File: src/verilog/hcs_pkg.sv
/*
 Constants for the host channel 4 status flags block: bit positions,
 reset value and the I/O address bit that marks command or data.
 Assumes nothing of its surroundings.
*/
package hcs_pkg;
	// ----------------------------------------
	// Normal view field positions
	// ----------------------------------------
	localparam int BIT_CMD_DATA = 3;
	localparam int BIT_USER_2 = 2;
	localparam int BIT_IN_FULL = 1;
	localparam int BIT_OUT_FULL = 0;
	localparam logic [7:0] USER_MASK = 8'hf4;
	// ----------------------------------------
	// Bidirectional view field positions
	// ----------------------------------------
	localparam int BIT_BI_IN_FULL = 7;
	localparam int BIT_BI_OUT_FULL = 6;
	localparam int BIT_HOST_WMODE = 5;
	localparam int BIT_SLAVE_WMODE = 4;
	// ----------------------------------------
	// Misc
	// ----------------------------------------
	localparam int HOST_ADDR_CD_BIT = 2;
	localparam logic [7:0] STATUS_RESET = 8'h00;
endpackage

File: src/verilog/hcs_flag.sv
/*
 One sticky flag with set and clear terms, set winning over clear.
 Assumes a synchronous active-high reset on the same clock.
*/
`timescale 1ns/1ps
module hcs_flag (
	// Clock and reset
	input wire logic clock,
	input wire logic rst,
	// Events
	input wire logic set,
	input wire logic clr,
	// State
	output logic q
);
	// Set wins so that an event in the clearing cycle is not lost
	always_ff @(posedge clock) begin
		if (rst) begin
			q <= 1'b0;
		end else if (set) begin
			q <= 1'b1;
		end else if (clr) begin
			q <= 1'b0;
		end
	end
endmodule

File: src/verilog/hcs_status.sv
/*
 Channel 4 status register with normal and bidirectional views.
 Assumes host and slave access strobes are one-cycle pulses already
 synchronous to clock, produced by the host port and slave bus logic.
*/
// How it works
// Bits 7..4 user bits, slave writes only
// Bit 2 user bit, slave writes only
// Host input write latches address bit 2
// Input full set by host, cleared by slave
// Input full flags raise slave interrupt request
// Slave output write sets output full
// Host read or slave zero clears output
// Bidir bit 7: host last write, slave read
// Bidir bit 6: slave last write, host clears
// Host mode set on first write, idle slave
// Slave mode set on first write, idle host
// Slave mode cleared by host last read
// Simultaneous first writes favour the host
// Enable bit selects view at one location
// Host status writes ignored; ones keep flags
`timescale 1ns/1ps
module hcs_status (
	// Clock and reset
	input wire logic clock,
	input wire logic rst,
	// Mode
	input wire logic bidir_buffer_enable,
	// Host side events
	input wire logic host_wr_input,
	input wire logic [2:0] host_addr,
	input wire logic host_rd_output,
	input wire logic host_wr_first,
	input wire logic host_wr_last,
	input wire logic host_rd_last,
	input wire logic host_wr_status,
	// Slave side events
	input wire logic slave_rd_input,
	input wire logic slave_wr_output,
	input wire logic slave_wr_first,
	input wire logic slave_wr_last,
	input wire logic slave_rd_last,
	input wire logic slave_wr_status,
	input wire logic [7:0] slave_wdata,
	// Status out
	output logic [7:0] channel4_status_reg,
	output logic slave_irq_req
);
	logic [7:0] user_bits;
	logic cmd_data_flag;
	logic input_full_flag;
	logic output_full_flag;
	logic bidir_input_full_flag;
	logic bidir_output_full_flag;
	logic host_write_mode_flag;
	logic slave_write_mode_flag;
	// ----------------------------------------
	// Decode
	// ----------------------------------------
	// Host status writes never reach any term below
	wire normal_wr = slave_wr_status && !bidir_buffer_enable;
	wire bidir_wr = slave_wr_status && bidir_buffer_enable;
	wire clr_out = host_rd_output
		|| (normal_wr && !slave_wdata[hcs_pkg::BIT_OUT_FULL]);
	wire clr_bi_out = host_rd_last
		|| (bidir_wr && !slave_wdata[hcs_pkg::BIT_BI_OUT_FULL]);
	wire clr_swm = host_rd_last
		|| (bidir_wr && !slave_wdata[hcs_pkg::BIT_SLAVE_WMODE]);
	wire set_hwm = host_wr_first && !slave_write_mode_flag;
	// Host takes the buffer in the same cycle, so the slave loses
	wire set_swm = slave_wr_first && !host_write_mode_flag && !host_wr_first;
	// ----------------------------------------
	// User bits and command flag
	// ----------------------------------------
	always_ff @(posedge clock) begin
		if (rst) begin
			user_bits <= hcs_pkg::STATUS_RESET;
			cmd_data_flag <= 1'b0;
		end else begin
			if (normal_wr) begin
				user_bits <= slave_wdata & hcs_pkg::USER_MASK;
			end
			if (host_wr_input) begin
				cmd_data_flag <= host_addr[hcs_pkg::HOST_ADDR_CD_BIT];
			end
		end
	end
	// ----------------------------------------
	// Flags
	// ----------------------------------------
	hcs_flag u_ibf (.clock(clock), .rst(rst), .set(host_wr_input),
		.clr(slave_rd_input), .q(input_full_flag));
	hcs_flag u_obf (.clock(clock), .rst(rst), .set(slave_wr_output),
		.clr(clr_out), .q(output_full_flag));
	hcs_flag u_bibf (.clock(clock), .rst(rst), .set(host_wr_last),
		.clr(slave_rd_last), .q(bidir_input_full_flag));
	hcs_flag u_bobf (.clock(clock), .rst(rst), .set(slave_wr_last),
		.clr(clr_bi_out), .q(bidir_output_full_flag));
	hcs_flag u_hwm (.clock(clock), .rst(rst), .set(set_hwm),
		.clr(slave_rd_last), .q(host_write_mode_flag));
	hcs_flag u_swm (.clock(clock), .rst(rst), .set(set_swm),
		.clr(clr_swm), .q(slave_write_mode_flag));
	// ----------------------------------------
	// Read view
	// ----------------------------------------
	// Bits 3..0 of the bidirectional view are outside this block; read zero
	wire [7:0] normal_view = {user_bits[7:4], cmd_data_flag, user_bits[2],
		input_full_flag, output_full_flag};
	wire [7:0] bidir_view = {bidir_input_full_flag, bidir_output_full_flag,
		host_write_mode_flag, slave_write_mode_flag, 4'h0};
	assign channel4_status_reg = bidir_buffer_enable ? bidir_view : normal_view;
	// Both input full flags request regardless of view
	assign slave_irq_req = input_full_flag || bidir_input_full_flag;
	// ----------------------------------------
	// Assertions
	// ----------------------------------------
	property p_cd;
		@(posedge clock) disable iff (rst)
		host_wr_input |=> cmd_data_flag == $past(host_addr[2]);
	endproperty
	a_cd: assert property (p_cd) else $error("cmd flag not captured");
	property p_ibf;
		@(posedge clock) disable iff (rst)
		host_wr_input |=> input_full_flag && slave_irq_req;
	endproperty
	a_ibf: assert property (p_ibf) else $error("input full not set");
	property p_irq;
		@(posedge clock) disable iff (rst)
		slave_irq_req == (input_full_flag || bidir_input_full_flag);
	endproperty
	a_irq: assert property (p_irq) else $error("irq mismatch");
	property p_obf;
		@(posedge clock) disable iff (rst)
		(host_rd_output && !slave_wr_output) |=> !output_full_flag;
	endproperty
	a_obf: assert property (p_obf) else $error("output full not cleared");
	property p_obf_set;
		@(posedge clock) disable iff (rst)
		slave_wr_output |=> output_full_flag;
	endproperty
	a_obf_set: assert property (p_obf_set) else $error("output full not set");
	property p_prio;
		@(posedge clock) disable iff (rst)
		(host_wr_first && slave_wr_first && !host_write_mode_flag
			&& !slave_write_mode_flag) |=> host_write_mode_flag && !slave_write_mode_flag;
	endproperty
	a_prio: assert property (p_prio) else $error("host priority lost");
	property p_swm_one;
		@(posedge clock) disable iff (rst)
		(bidir_wr && slave_wdata[4] && slave_write_mode_flag && !host_rd_last)
			|=> slave_write_mode_flag;
	endproperty
	a_swm_one: assert property (p_swm_one) else $error("write one cleared flag");
	property p_view;
		@(posedge clock) disable iff (rst)
		bidir_buffer_enable |-> channel4_status_reg[3:0] == 4'h0
			&& channel4_status_reg[7] == bidir_input_full_flag;
	endproperty
	a_view: assert property (p_view) else $error("wrong view");
	// A host first write in the same cycle sets host mode again, so it is left out
	property p_bibf;
		@(posedge clock) disable iff (rst)
		(slave_rd_last && !host_wr_last && !host_wr_first)
			|=> !bidir_input_full_flag && !host_write_mode_flag;
	endproperty
	a_bibf: assert property (p_bibf) else $error("bidir input not cleared");
	property p_user;
		@(posedge clock) disable iff (rst)
		normal_wr |=> user_bits[7:4] == $past(slave_wdata[7:4]);
	endproperty
	a_user: assert property (p_user) else $error("user bits not written");
	property p_user2;
		@(posedge clock) disable iff (rst)
		normal_wr |=> user_bits[2] == $past(slave_wdata[2]);
	endproperty
	a_user2: assert property (p_user2) else $error("user bit 2 not written");
	property p_user_hold;
		@(posedge clock) disable iff (rst)
		!normal_wr |=> $stable(user_bits);
	endproperty
	a_user_hold: assert property (p_user_hold) else $error("user bits changed");
	property p_obf_zero;
		@(posedge clock) disable iff (rst)
		(normal_wr && !slave_wdata[0] && !slave_wr_output) |=> !output_full_flag;
	endproperty
	a_obf_zero: assert property (p_obf_zero) else $error("zero write kept output full");
	property p_bobf_set;
		@(posedge clock) disable iff (rst)
		slave_wr_last |=> bidir_output_full_flag;
	endproperty
	a_bobf_set: assert property (p_bobf_set) else $error("bidir output full not set");
	property p_bobf_clr;
		@(posedge clock) disable iff (rst)
		(host_rd_last && !slave_wr_last) |=> !bidir_output_full_flag;
	endproperty
	a_bobf_clr: assert property (p_bobf_clr) else $error("bidir output not cleared");
	property p_hwm_set;
		@(posedge clock) disable iff (rst)
		(host_wr_first && !slave_write_mode_flag) |=> host_write_mode_flag;
	endproperty
	a_hwm_set: assert property (p_hwm_set) else $error("host mode not set");
	property p_swm_set;
		@(posedge clock) disable iff (rst)
		(slave_wr_first && !host_wr_first && !host_write_mode_flag)
			|=> slave_write_mode_flag;
	endproperty
	a_swm_set: assert property (p_swm_set) else $error("slave mode not set");
	property p_swm_clr;
		@(posedge clock) disable iff (rst)
		(host_rd_last && !slave_wr_first) |=> !slave_write_mode_flag;
	endproperty
	a_swm_clr: assert property (p_swm_clr) else $error("slave mode not cleared");
	property p_excl;
		@(posedge clock) disable iff (rst)
		!(host_write_mode_flag && slave_write_mode_flag);
	endproperty
	a_excl: assert property (p_excl) else $error("both write modes set");
	property p_normal;
		@(posedge clock) disable iff (rst)
		!bidir_buffer_enable |-> channel4_status_reg[3] == cmd_data_flag
			&& channel4_status_reg[1:0] == {input_full_flag, output_full_flag};
	endproperty
	a_normal: assert property (p_normal) else $error("wrong normal view");
	c_cmd: cover property (@(posedge clock) host_wr_input && host_addr[2]);
	c_swm: cover property (@(posedge clock) slave_write_mode_flag && host_rd_last);
	c_prio: cover property (@(posedge clock) host_wr_first && slave_wr_first);
	c_bidir: cover property (@(posedge clock) bidir_buffer_enable && slave_irq_req);
endmodule

File: config.mk
export PLATFORM = sky130hd
export DESIGN_NAME = hcs_status
export DESIGN_NICKNAME = d
export VERILOG_FILES = /design/src/verilog/hcs_pkg.sv /design/src/verilog/hcs_flag.sv /design/src/verilog/hcs_status.sv
export SDC_FILE = /design/constraint.sdc
export NUM_CORES = 1
export LEC_CHECK = 0
export ABC_AREA = 0
export BUFFER_PORTS_ARGS = -buffer_cell sky130_fd_sc_hd__buf_2
export CAP_MARGIN = 20
export CORE_ASPECT_RATIO = 1.2
export CORE_MARGIN = 2
export CORE_UTILIZATION = 36
export CTS_BUF_LIST = sky130_fd_sc_hd__clkbuf_4 sky130_fd_sc_hd__clkbuf_8
export DETAILED_ROUTE_END_ITERATION = 7
export HOLD_SLACK_MARGIN = 0.08
export PLACE_DENSITY = 0.67
export SLEW_MARGIN = 40
export SYNTH_ARGS = -nofsm -noshare
export SYNTH_HDL_FRONTEND = slang
export SYNTH_HIERARCHICAL = 1
export SYNTH_SLANG_ARGS = --single-unit
File: constraint.sdc
create_clock -name clock -period 2.1 [get_ports clock]
set_clock_uncertainty 0.05 [all_clocks]
set_input_delay 0 -clock clock [delete_from_list [all_inputs] [get_ports clock]]
set_output_delay 0 -clock clock [all_outputs]
set_load 0.1 [all_outputs]
# Yosys cells after proc, flatten, opt, wreduce, memory -nomap -nowiden
# Index checks and enable logic that the tools add are counted.
[totals] output_inout_bits=9 inputBits=26 reg_bits=12 wordCells=45
[op_classes] reduce_logical=25 mux=12
[op_table] op="nonzero test 2 bit" count=6
[op_table] op="two-way mux 1 bit" count=11
[op_table] op="logical AND 1 bit" count=8
[op_table] op="two-way mux 8 bit" count=1
[op_table] op="zero test 1 bit" count=7
[op_table] op="logical OR 1 bit" count=4

# Depth between registers and ports, before layout
# Gate-level depths: netlist of the first run.
[logic_depth] ltp_word=6 ltp_mapped=5 ltp_nobuf=4

# Cells and area by module
# The synthesis of the first run kept the hierarchy.
[by_module_without_submodules] mod="hcs_status" n_inst=1 cells_per_inst=42 seq_area_each_um2=120.1 area_each_um2=420.4
[by_module_without_submodules] mod="hcs_flag" n_inst=6 cells_per_inst=4 seq_area_each_um2=20.0 area_each_um2=38.8

# Worst setup path before layout of the first run
# Ideal clock, no wire load.
[synth_timing] path_type="reg2out" startpoint="register u_ibf.q" endpoint="output port slave_irq_req" n_path_buf=0 t_arrival_ns=0.806 stages_incl_launch_ff=2 slack_ns=1.244 t_required_ns=2.050 path_cell_list="dfxtp_1 > or2_2"
[synth_between] elab_chain_len=1
[synth_rtl] item="start, declared" line_no="hcs_flag.sv:14" rtl="output logic q"
[synth_rtl] item="start signal, assigned" line_no="hcs_flag.sv:19" rtl="q <= 1'b0;"
[synth_rtl] item="start signal, assigned" line_no="hcs_flag.sv:21" rtl="q <= 1'b1;"
[synth_rtl] item="start signal, assigned" line_no="hcs_flag.sv:23" rtl="q <= 1'b0;"
[synth_rtl] item="logical OR 1 bit" line_no="hcs_status.sv:113" rtl="assign slave_irq_req = input_full_flag || bidir_input_full_flag;"
[synth_rtl] item="end, declared" line_no="hcs_status.sv:47" rtl="output logic slave_irq_req"
# Every way passes these cells.

# Worst setup path after layout of the first run
[layout_timing] startpoint="input port host_wr_first" endpoint="register u_swm.q"
[layout_between] elab_chain_len=3 elab_cells_between_ends=4 classes_between="mux (1); reduce/logical (3)"
[layout_rtl] item="start, declared" line_no="hcs_status.sv:33" rtl="input wire logic host_wr_first,"
[layout_rtl] item="zero test 1 bit *" line_no="hcs_status.sv:71" rtl="wire set_swm = slave_wr_first && !host_write_mode_flag && !host_wr_first;"
[layout_rtl] item="logical AND 1 bit *" line_no="hcs_status.sv:71"
[layout_rtl] item="via set_swm" line_no="hcs_status.sv:71"
[layout_rtl] item="two-way mux 1 bit / nonzero test 2 bit (equally long branches)"
[layout_rtl] item="end signal, assigned" line_no="hcs_flag.sv:19"
[layout_rtl] item="end signal, assigned" line_no="hcs_flag.sv:21"
[layout_rtl] item="end signal, assigned" line_no="hcs_flag.sv:23"
[layout_rtl] item="end, declared" line_no="hcs_flag.sv:14"
# The timed path passes the listed nets; every way through them passes the cells marked *.
# A chain may end at the register's enable or synchronous reset.

==> results of run 1 <==
per-layer routing:
metal | global-route usage | part of all wire
met1 | 0.175 | 0.44
met2 | 0.308 | 0.50
met3 | 0.0216 | 0.053
met4 | 0.0625 | 0.0060
met5 | 0 | 0
where the power goes:
group | internal, mW | total (mW) | switching, mW
Sequential | 0.241 | 0.248 | 0.00714
Clock | 0.105 | 0.181 | 0.0763
Combinational | 0.0825 | 0.199 | 0.117
Total | 0.428 | 0.629 | 0.200
flip-flops by register name (all words and copies together) (netlist names):
| signal | flops |
|---|---|
| user_bits | 5 |
| u_bobf/q | 1 |
| u_swm/q | 1 |
| cmd_data_flag | 1 |
| u_hwm/q | 1 |
| u_bibf/q | 1 |
| u_ibf/q | 1 |
| u_obf/q | 1 |
logic make-up (layout without fill, tap and decap cells):
kind of cell	count (synthesis)	in the layout	synth area share
AND/OR/NAND/NOR	26	26	0.308
AO/OA/AOI/OAI	14	14	0.153
flip-flops	12	12	0.368
buffers and inverters	9	66	0.0632
multiplexers	5	5	0.107
synth_stat cells (all sizes together):
master | n | share of area
dfxtp | 12 | 0.37
nand2b | 11 | 0.11
inv | 7 | 0.040
a21oi | 6 | 0.080
nand4bb | 5 | 0.086
o21ai | 5 | 0.038
and2b | 4 | 0.054
mux2 | 4 | 0.092
nor2b | 2 | 0.031
o21bai | 2 | 0.023
a21o | 1 | 0.011
buf | 1 | 0.017
clkbuf | 1 | 0.0057
mux2i | 1 | 0.015
nand2 | 1 | 0.0057
nor2 | 1 | 0.0057
nor3b | 1 | 0.011
or2 | 1 | 0.0096
worst min-delay path by stage:
| stage | from | endpoint | slack (ps) |
|---|---|---|---|
| floorplan | rst | u_bibf/q | 10 |
| CTS | slave_wr_status | user_bits[4] | 140 |
| global route | slave_wr_status | user_bits[2] | 180 |
| global placement | slave_wr_output | u_obf/q | 180 |
| detailed placement | slave_wr_last | u_bobf/q | 190 |
| finish | slave_wr_status | user_bits[4] | 140 |
repair_timing:
action                    in CTS  in global routing
hold buffers                  26                  0
buffers inserted               0                  0
hold endpoints to repair      12                  0
critical path, delay by kind of cell:
family / cells / cell delay (ps)
simple gates: 1 / 160
buf+inv: 5 / 1810
compound gates: 1 / 100
cell type report:
type / instances / area share
Timing Repair Buffer: 55 / 0.368
Multi-Input combinational cell: 45 / 0.337
Sequential cell: 12 / 0.218
Clock buffer: 4 / 0.0329
Inverter: 7 / 0.0238
Tap cell: 18 / 0.0204
per-stage QoR:
step / utilization / cell area, um2
after floorplan: - / 653
after global placement: 0.485 / 806
after detailed placement: 0.485 / 806
after CTS: 0.663 / 1100
after global routing: 0.663 / 1100
final: 0.663 / 1100
==> reports/metrics.yaml, run 1 <==
hold_slack_ps: 141
drc: 0
cts.sinks: 12
port_buffers: 29
cts_tree: "built"
reg2reg_from: "u_hwm/q"
worst_path_max_delay_cell: "dlygate4sd3_1"
fin_total_pwr_mw: 0.629
max_slew.worst_pin.slew_ps: 494
globalRouteOverflowTotal: 0
drv_slew: 0
post-route-period-util: 0.908
place_inst: 111
crit_top_cell: "dlygate4sd3_1"
wl_per_cell_um: 10.7
crit_end: "u_swm/q"
finalHoldViolCount: 0
rsz0062_at_grt: "false"
cts_buffer_depth: 2
syn-instance-count: 66
hpwl_um: 928
timing.fmax_ghz: 0.524
layout_setup_ws_ps: 193
cp_max_fo: 2
start_util: 0.393
start_kind: "input port"
num_antenna_cells: 0
vias: 642
finalSetupViolations: 0
regArea_um2: 240
maxCapViolCount: 0
path_cells: "dlygate4sd3_1, buf_2, nor3b_1, dlygate4sd3_1, inv_1, a21oi_2, dlygate4sd3_1"
ant_nets: 0
clock_latency_ps: 260
drt_first_pass_iters: 4
max_stage_delay_ps: 570
via_per_inst: 4.55
die_x_um: 42.9
cts.repair.resized: 0
slew_headroom: 0.673
yosysSeqAreaShare: 0.368
core_um2: 1660
gp_congestion: 0.697
outcome: "complete, no violations"
cts_max_level: 1
ys_types: 19
p_per_area_nw_per_um2: 570
reg2reg_slack_ps: 260
syn_area_um2: 653
cp_data_arrival_time_ps: 2070
first_iter_violations: 6
yosys_warnings: 6
crit_start: "host_wr_first"
area_growth_pct: 68.8
finalNetCount: 150
wirelength_um: 1510
layout_common_cells: "buf_2, dlygate4sd3_1, dfxtp_1, nand2b_1, inv_1"
grt_pass1_wl_um: 2660
hold_class: "input port to flop"
grt_max_degree: 18
avgSynthCellArea_um2: 9.90
pre_cts_slack_ps: 1130
crit_path_end_kind: "flop"
synth-seq-cells: 12
syn_nets: 92
drive_gt1_frac: 0.398
multi_input_area_um2: 372
r2r.worst_path.cells: 5
final_cells: 141
ir_worst_vdd_mv: 0.360
nFillCells: 149
cp.required_ps: 2260
final_common_cell: "buf_2"
r2r-end: "u_swm/q"
die_h_um: 50.7
critPathKind: "input port to flop"
die_area_um2: 2170
rows: 16
numCtsBuffers: 3
p_leak_nw: 0.520
pin_count: 35
cts-root-buf: "clkbuf_4"
worstHoldPathCells: 3
antenna_found_initial: 0
track_usage: 0.162
clk_pin_slew_worst_paths_ps: 80
period_minus_slack_ps: 1910
grt_pass1_vias: 665
final.setup.tns_ps: 0
(Power assumes the default switching activity.)
==> inputs of run 2 (changes only) <==
--- a/config.mk
+++ b/config.mk
@@ -14,7 +14,7 @@
 export CTS_BUF_LIST = sky130_fd_sc_hd__clkbuf_4 sky130_fd_sc_hd__clkbuf_8
 export DETAILED_ROUTE_END_ITERATION = 7
 export HOLD_SLACK_MARGIN = 0.08
-export PLACE_DENSITY = 0.67
+export PLACE_DENSITY = 0.69
 export SLEW_MARGIN = 40
 export SYNTH_ARGS = -nofsm -noshare
 export SYNTH_HDL_FRONTEND = slang
==> constraint.sdc (replaced) <==
create_clock -name clock -period 1.6 [get_ports clock]
set_clock_uncertainty 0.05 [all_clocks]
set_input_delay 0.16 -clock clock [delete_from_list [all_inputs] [get_ports clock]]
set_output_delay 0.16 -clock clock [all_outputs]
set_load 0.1 [all_outputs]
==> run 2 against run 1 <==
  * Cell area shrank 23%
  * Clock power is essentially flat
  * Critical path type is now flop to output port
  * Wire length shrank 16%
  * Combinational power grew 9%
==> reports/metrics.yaml, run 2 (same netlist as run 1, synthesis figures left out) <==
grt_pass1_vias: 502  # -25%
hold_class: "input port to flop"
place_inst: 111  # unchanged
finalSetupViolations: 0  # unchanged
fin_area_um2: 848  # -23%
start_util: 0.393  # unchanged
p_leak_nw: 0.414  # -20%
die_area_um2: 2170  # unchanged
r2r.worst_path.cells: 3  # -2
via_per_inst: 4.80  # +5.5%
numCtsBuffers: 3  # unchanged
drv_slew: 0  # unchanged
rows: 16  # unchanged
maxCapViolCount: 0  # unchanged
critPathKind: "flop to output port"
final.setup.tns_ps: 0  # unchanged
grt_pass1_wl_um: 2050  # -23%
post-route-period-util: 0.867
core_um2: 1660  # unchanged
final_common_cell: "buf_2"
gp_congestion: 0.741  # +6.2%
rsz0062_at_grt: "false"
fin_total_pwr_mw: 0.722  # +15%
clk_pin_slew_worst_paths_ps: 70  # about the same
cts.sinks: 12  # unchanged
cts-root-buf: "clkbuf_4"
finalNetCount: 126  # -16%
slew_headroom: 0.677  # +0.00448
die_h_um: 50.7  # unchanged
finalHoldViolCount: 0  # unchanged
globalRouteOverflowTotal: 0  # unchanged
ir_worst_vdd_mv: 0.441  # +23%
cts_buffer_depth: 2  # unchanged
cp_data_arrival_time_ps: 1180  # -890 ps
hpwl_um: 895  # -3.5%
outcome: "complete, no violations"
cp.required_ps: 1390  # -870 ps
cts_max_level: 1  # unchanged
track_usage: 0.126  # -0.0355
start_kind: "flop"
largest_register_ffs: 5  # unchanged
clock_latency_ps: 260  # about the same
antenna_found_initial: 0  # unchanged
timing.fmax_ghz: 0.721
nFillCells: 168  # +13%
postCtsSetupBuffers: 0  # unchanged
vias: 557  # -13%
drt_first_pass_iters: 4  # unchanged
layout_common_cells: "buf_2, dfxtp_1, nand2b_1, inv_1, a21oi_2"
hold_buffers: 2  # -92%
drive_gt1_frac: 0.490  # +0.0914
die_x_um: 42.9  # unchanged
wirelength_um: 1270  # -16%
worstHoldPathCells: 3  # unchanged
pin_count: 35  # unchanged
num_antenna_cells: 0  # unchanged
port_buffers: 29  # unchanged
crit_path_end_kind: "output port"
area_growth_pct: 29.9
grt_max_degree: 18  # unchanged
max_slew.worst_pin.slew_ps: 487  # -6.77 ps
drc: 0  # unchanged
ant_nets: 0  # unchanged
p_per_area_nw_per_um2: 851  # +49%
top_register: "user_bits"
cts_tree: "built"
period_minus_slack_ps: 1390
first_iter_violations: 6  # unchanged
cp_max_fo: 3  # +1
cts.repair.resized: 0  # unchanged
wl_per_cell_um: 10.9  # +2.1%
dpl_cell_area_um2: 806  # unchanged
final_cells: 116  # -18%
-- run 2: changes by cell type in the layout (fill, tap and decap cells not counted), sizes merged --
cell	previous run	this run
dlygate4sd3	26	2
clkbuf	4	3
-- run 2: worst paths after layout --
| check | from | endpoint | slack [ps] |
|---|---|---|---|
| setup / recovery | u_swm/q | channel4_status_reg[4] | 210 |
| hold / removal | slave_wr_output | u_obf/q | 80 |
| setup reg to reg | u_hwm/q | u_swm/q | 810 |
| hold reg to reg | user_bits[7] | user_bits[7] | 430 |
-- run 2: worst max-delay path, cell delays in order, from the launching register on --
cell and delay [ps]:
dfxtp_1 350, mux2_4 150, buf_2 410
-- run 2: report_power, final --
part | switching [mW] | total, mW | internal, mW
clock | 0.0934 | 0.180 | 0.0869
combinational | 0.145 | 0.216 | 0.0712
sequential | 0.00938 | 0.325 | 0.316
-- run 2: routing by layer --
metal | wire length (um) | GRT usage
met4 | 19 | 0.0938
met1 | 607 | 0.150
met5 | 0 | 0
met3 | 75 | 0.0252
met2 | 563 | 0.197
-- run 2: final cells by class --
type	count	area, um2	area share
multi-input combinational	45	372	0.438
inverter	7	26.3	0.0310
timing repair buffer	31	165	0.195
clock buffer	3	22.5	0.0265
tap	18	22.5	0.0265
sequential	12	240	0.283
-- run 2: stage by stage --
step           hold WS [ps]  setup slack (ps)  utilization
3_3_place_gp            349               323        0.485
6_report               79.3               212        0.511
4_1_cts                81.0               193        0.511
3_5_place_dp            354               313        0.485
2_1_floorplan           172               576            -
5_1_grt                91.2               138        0.511
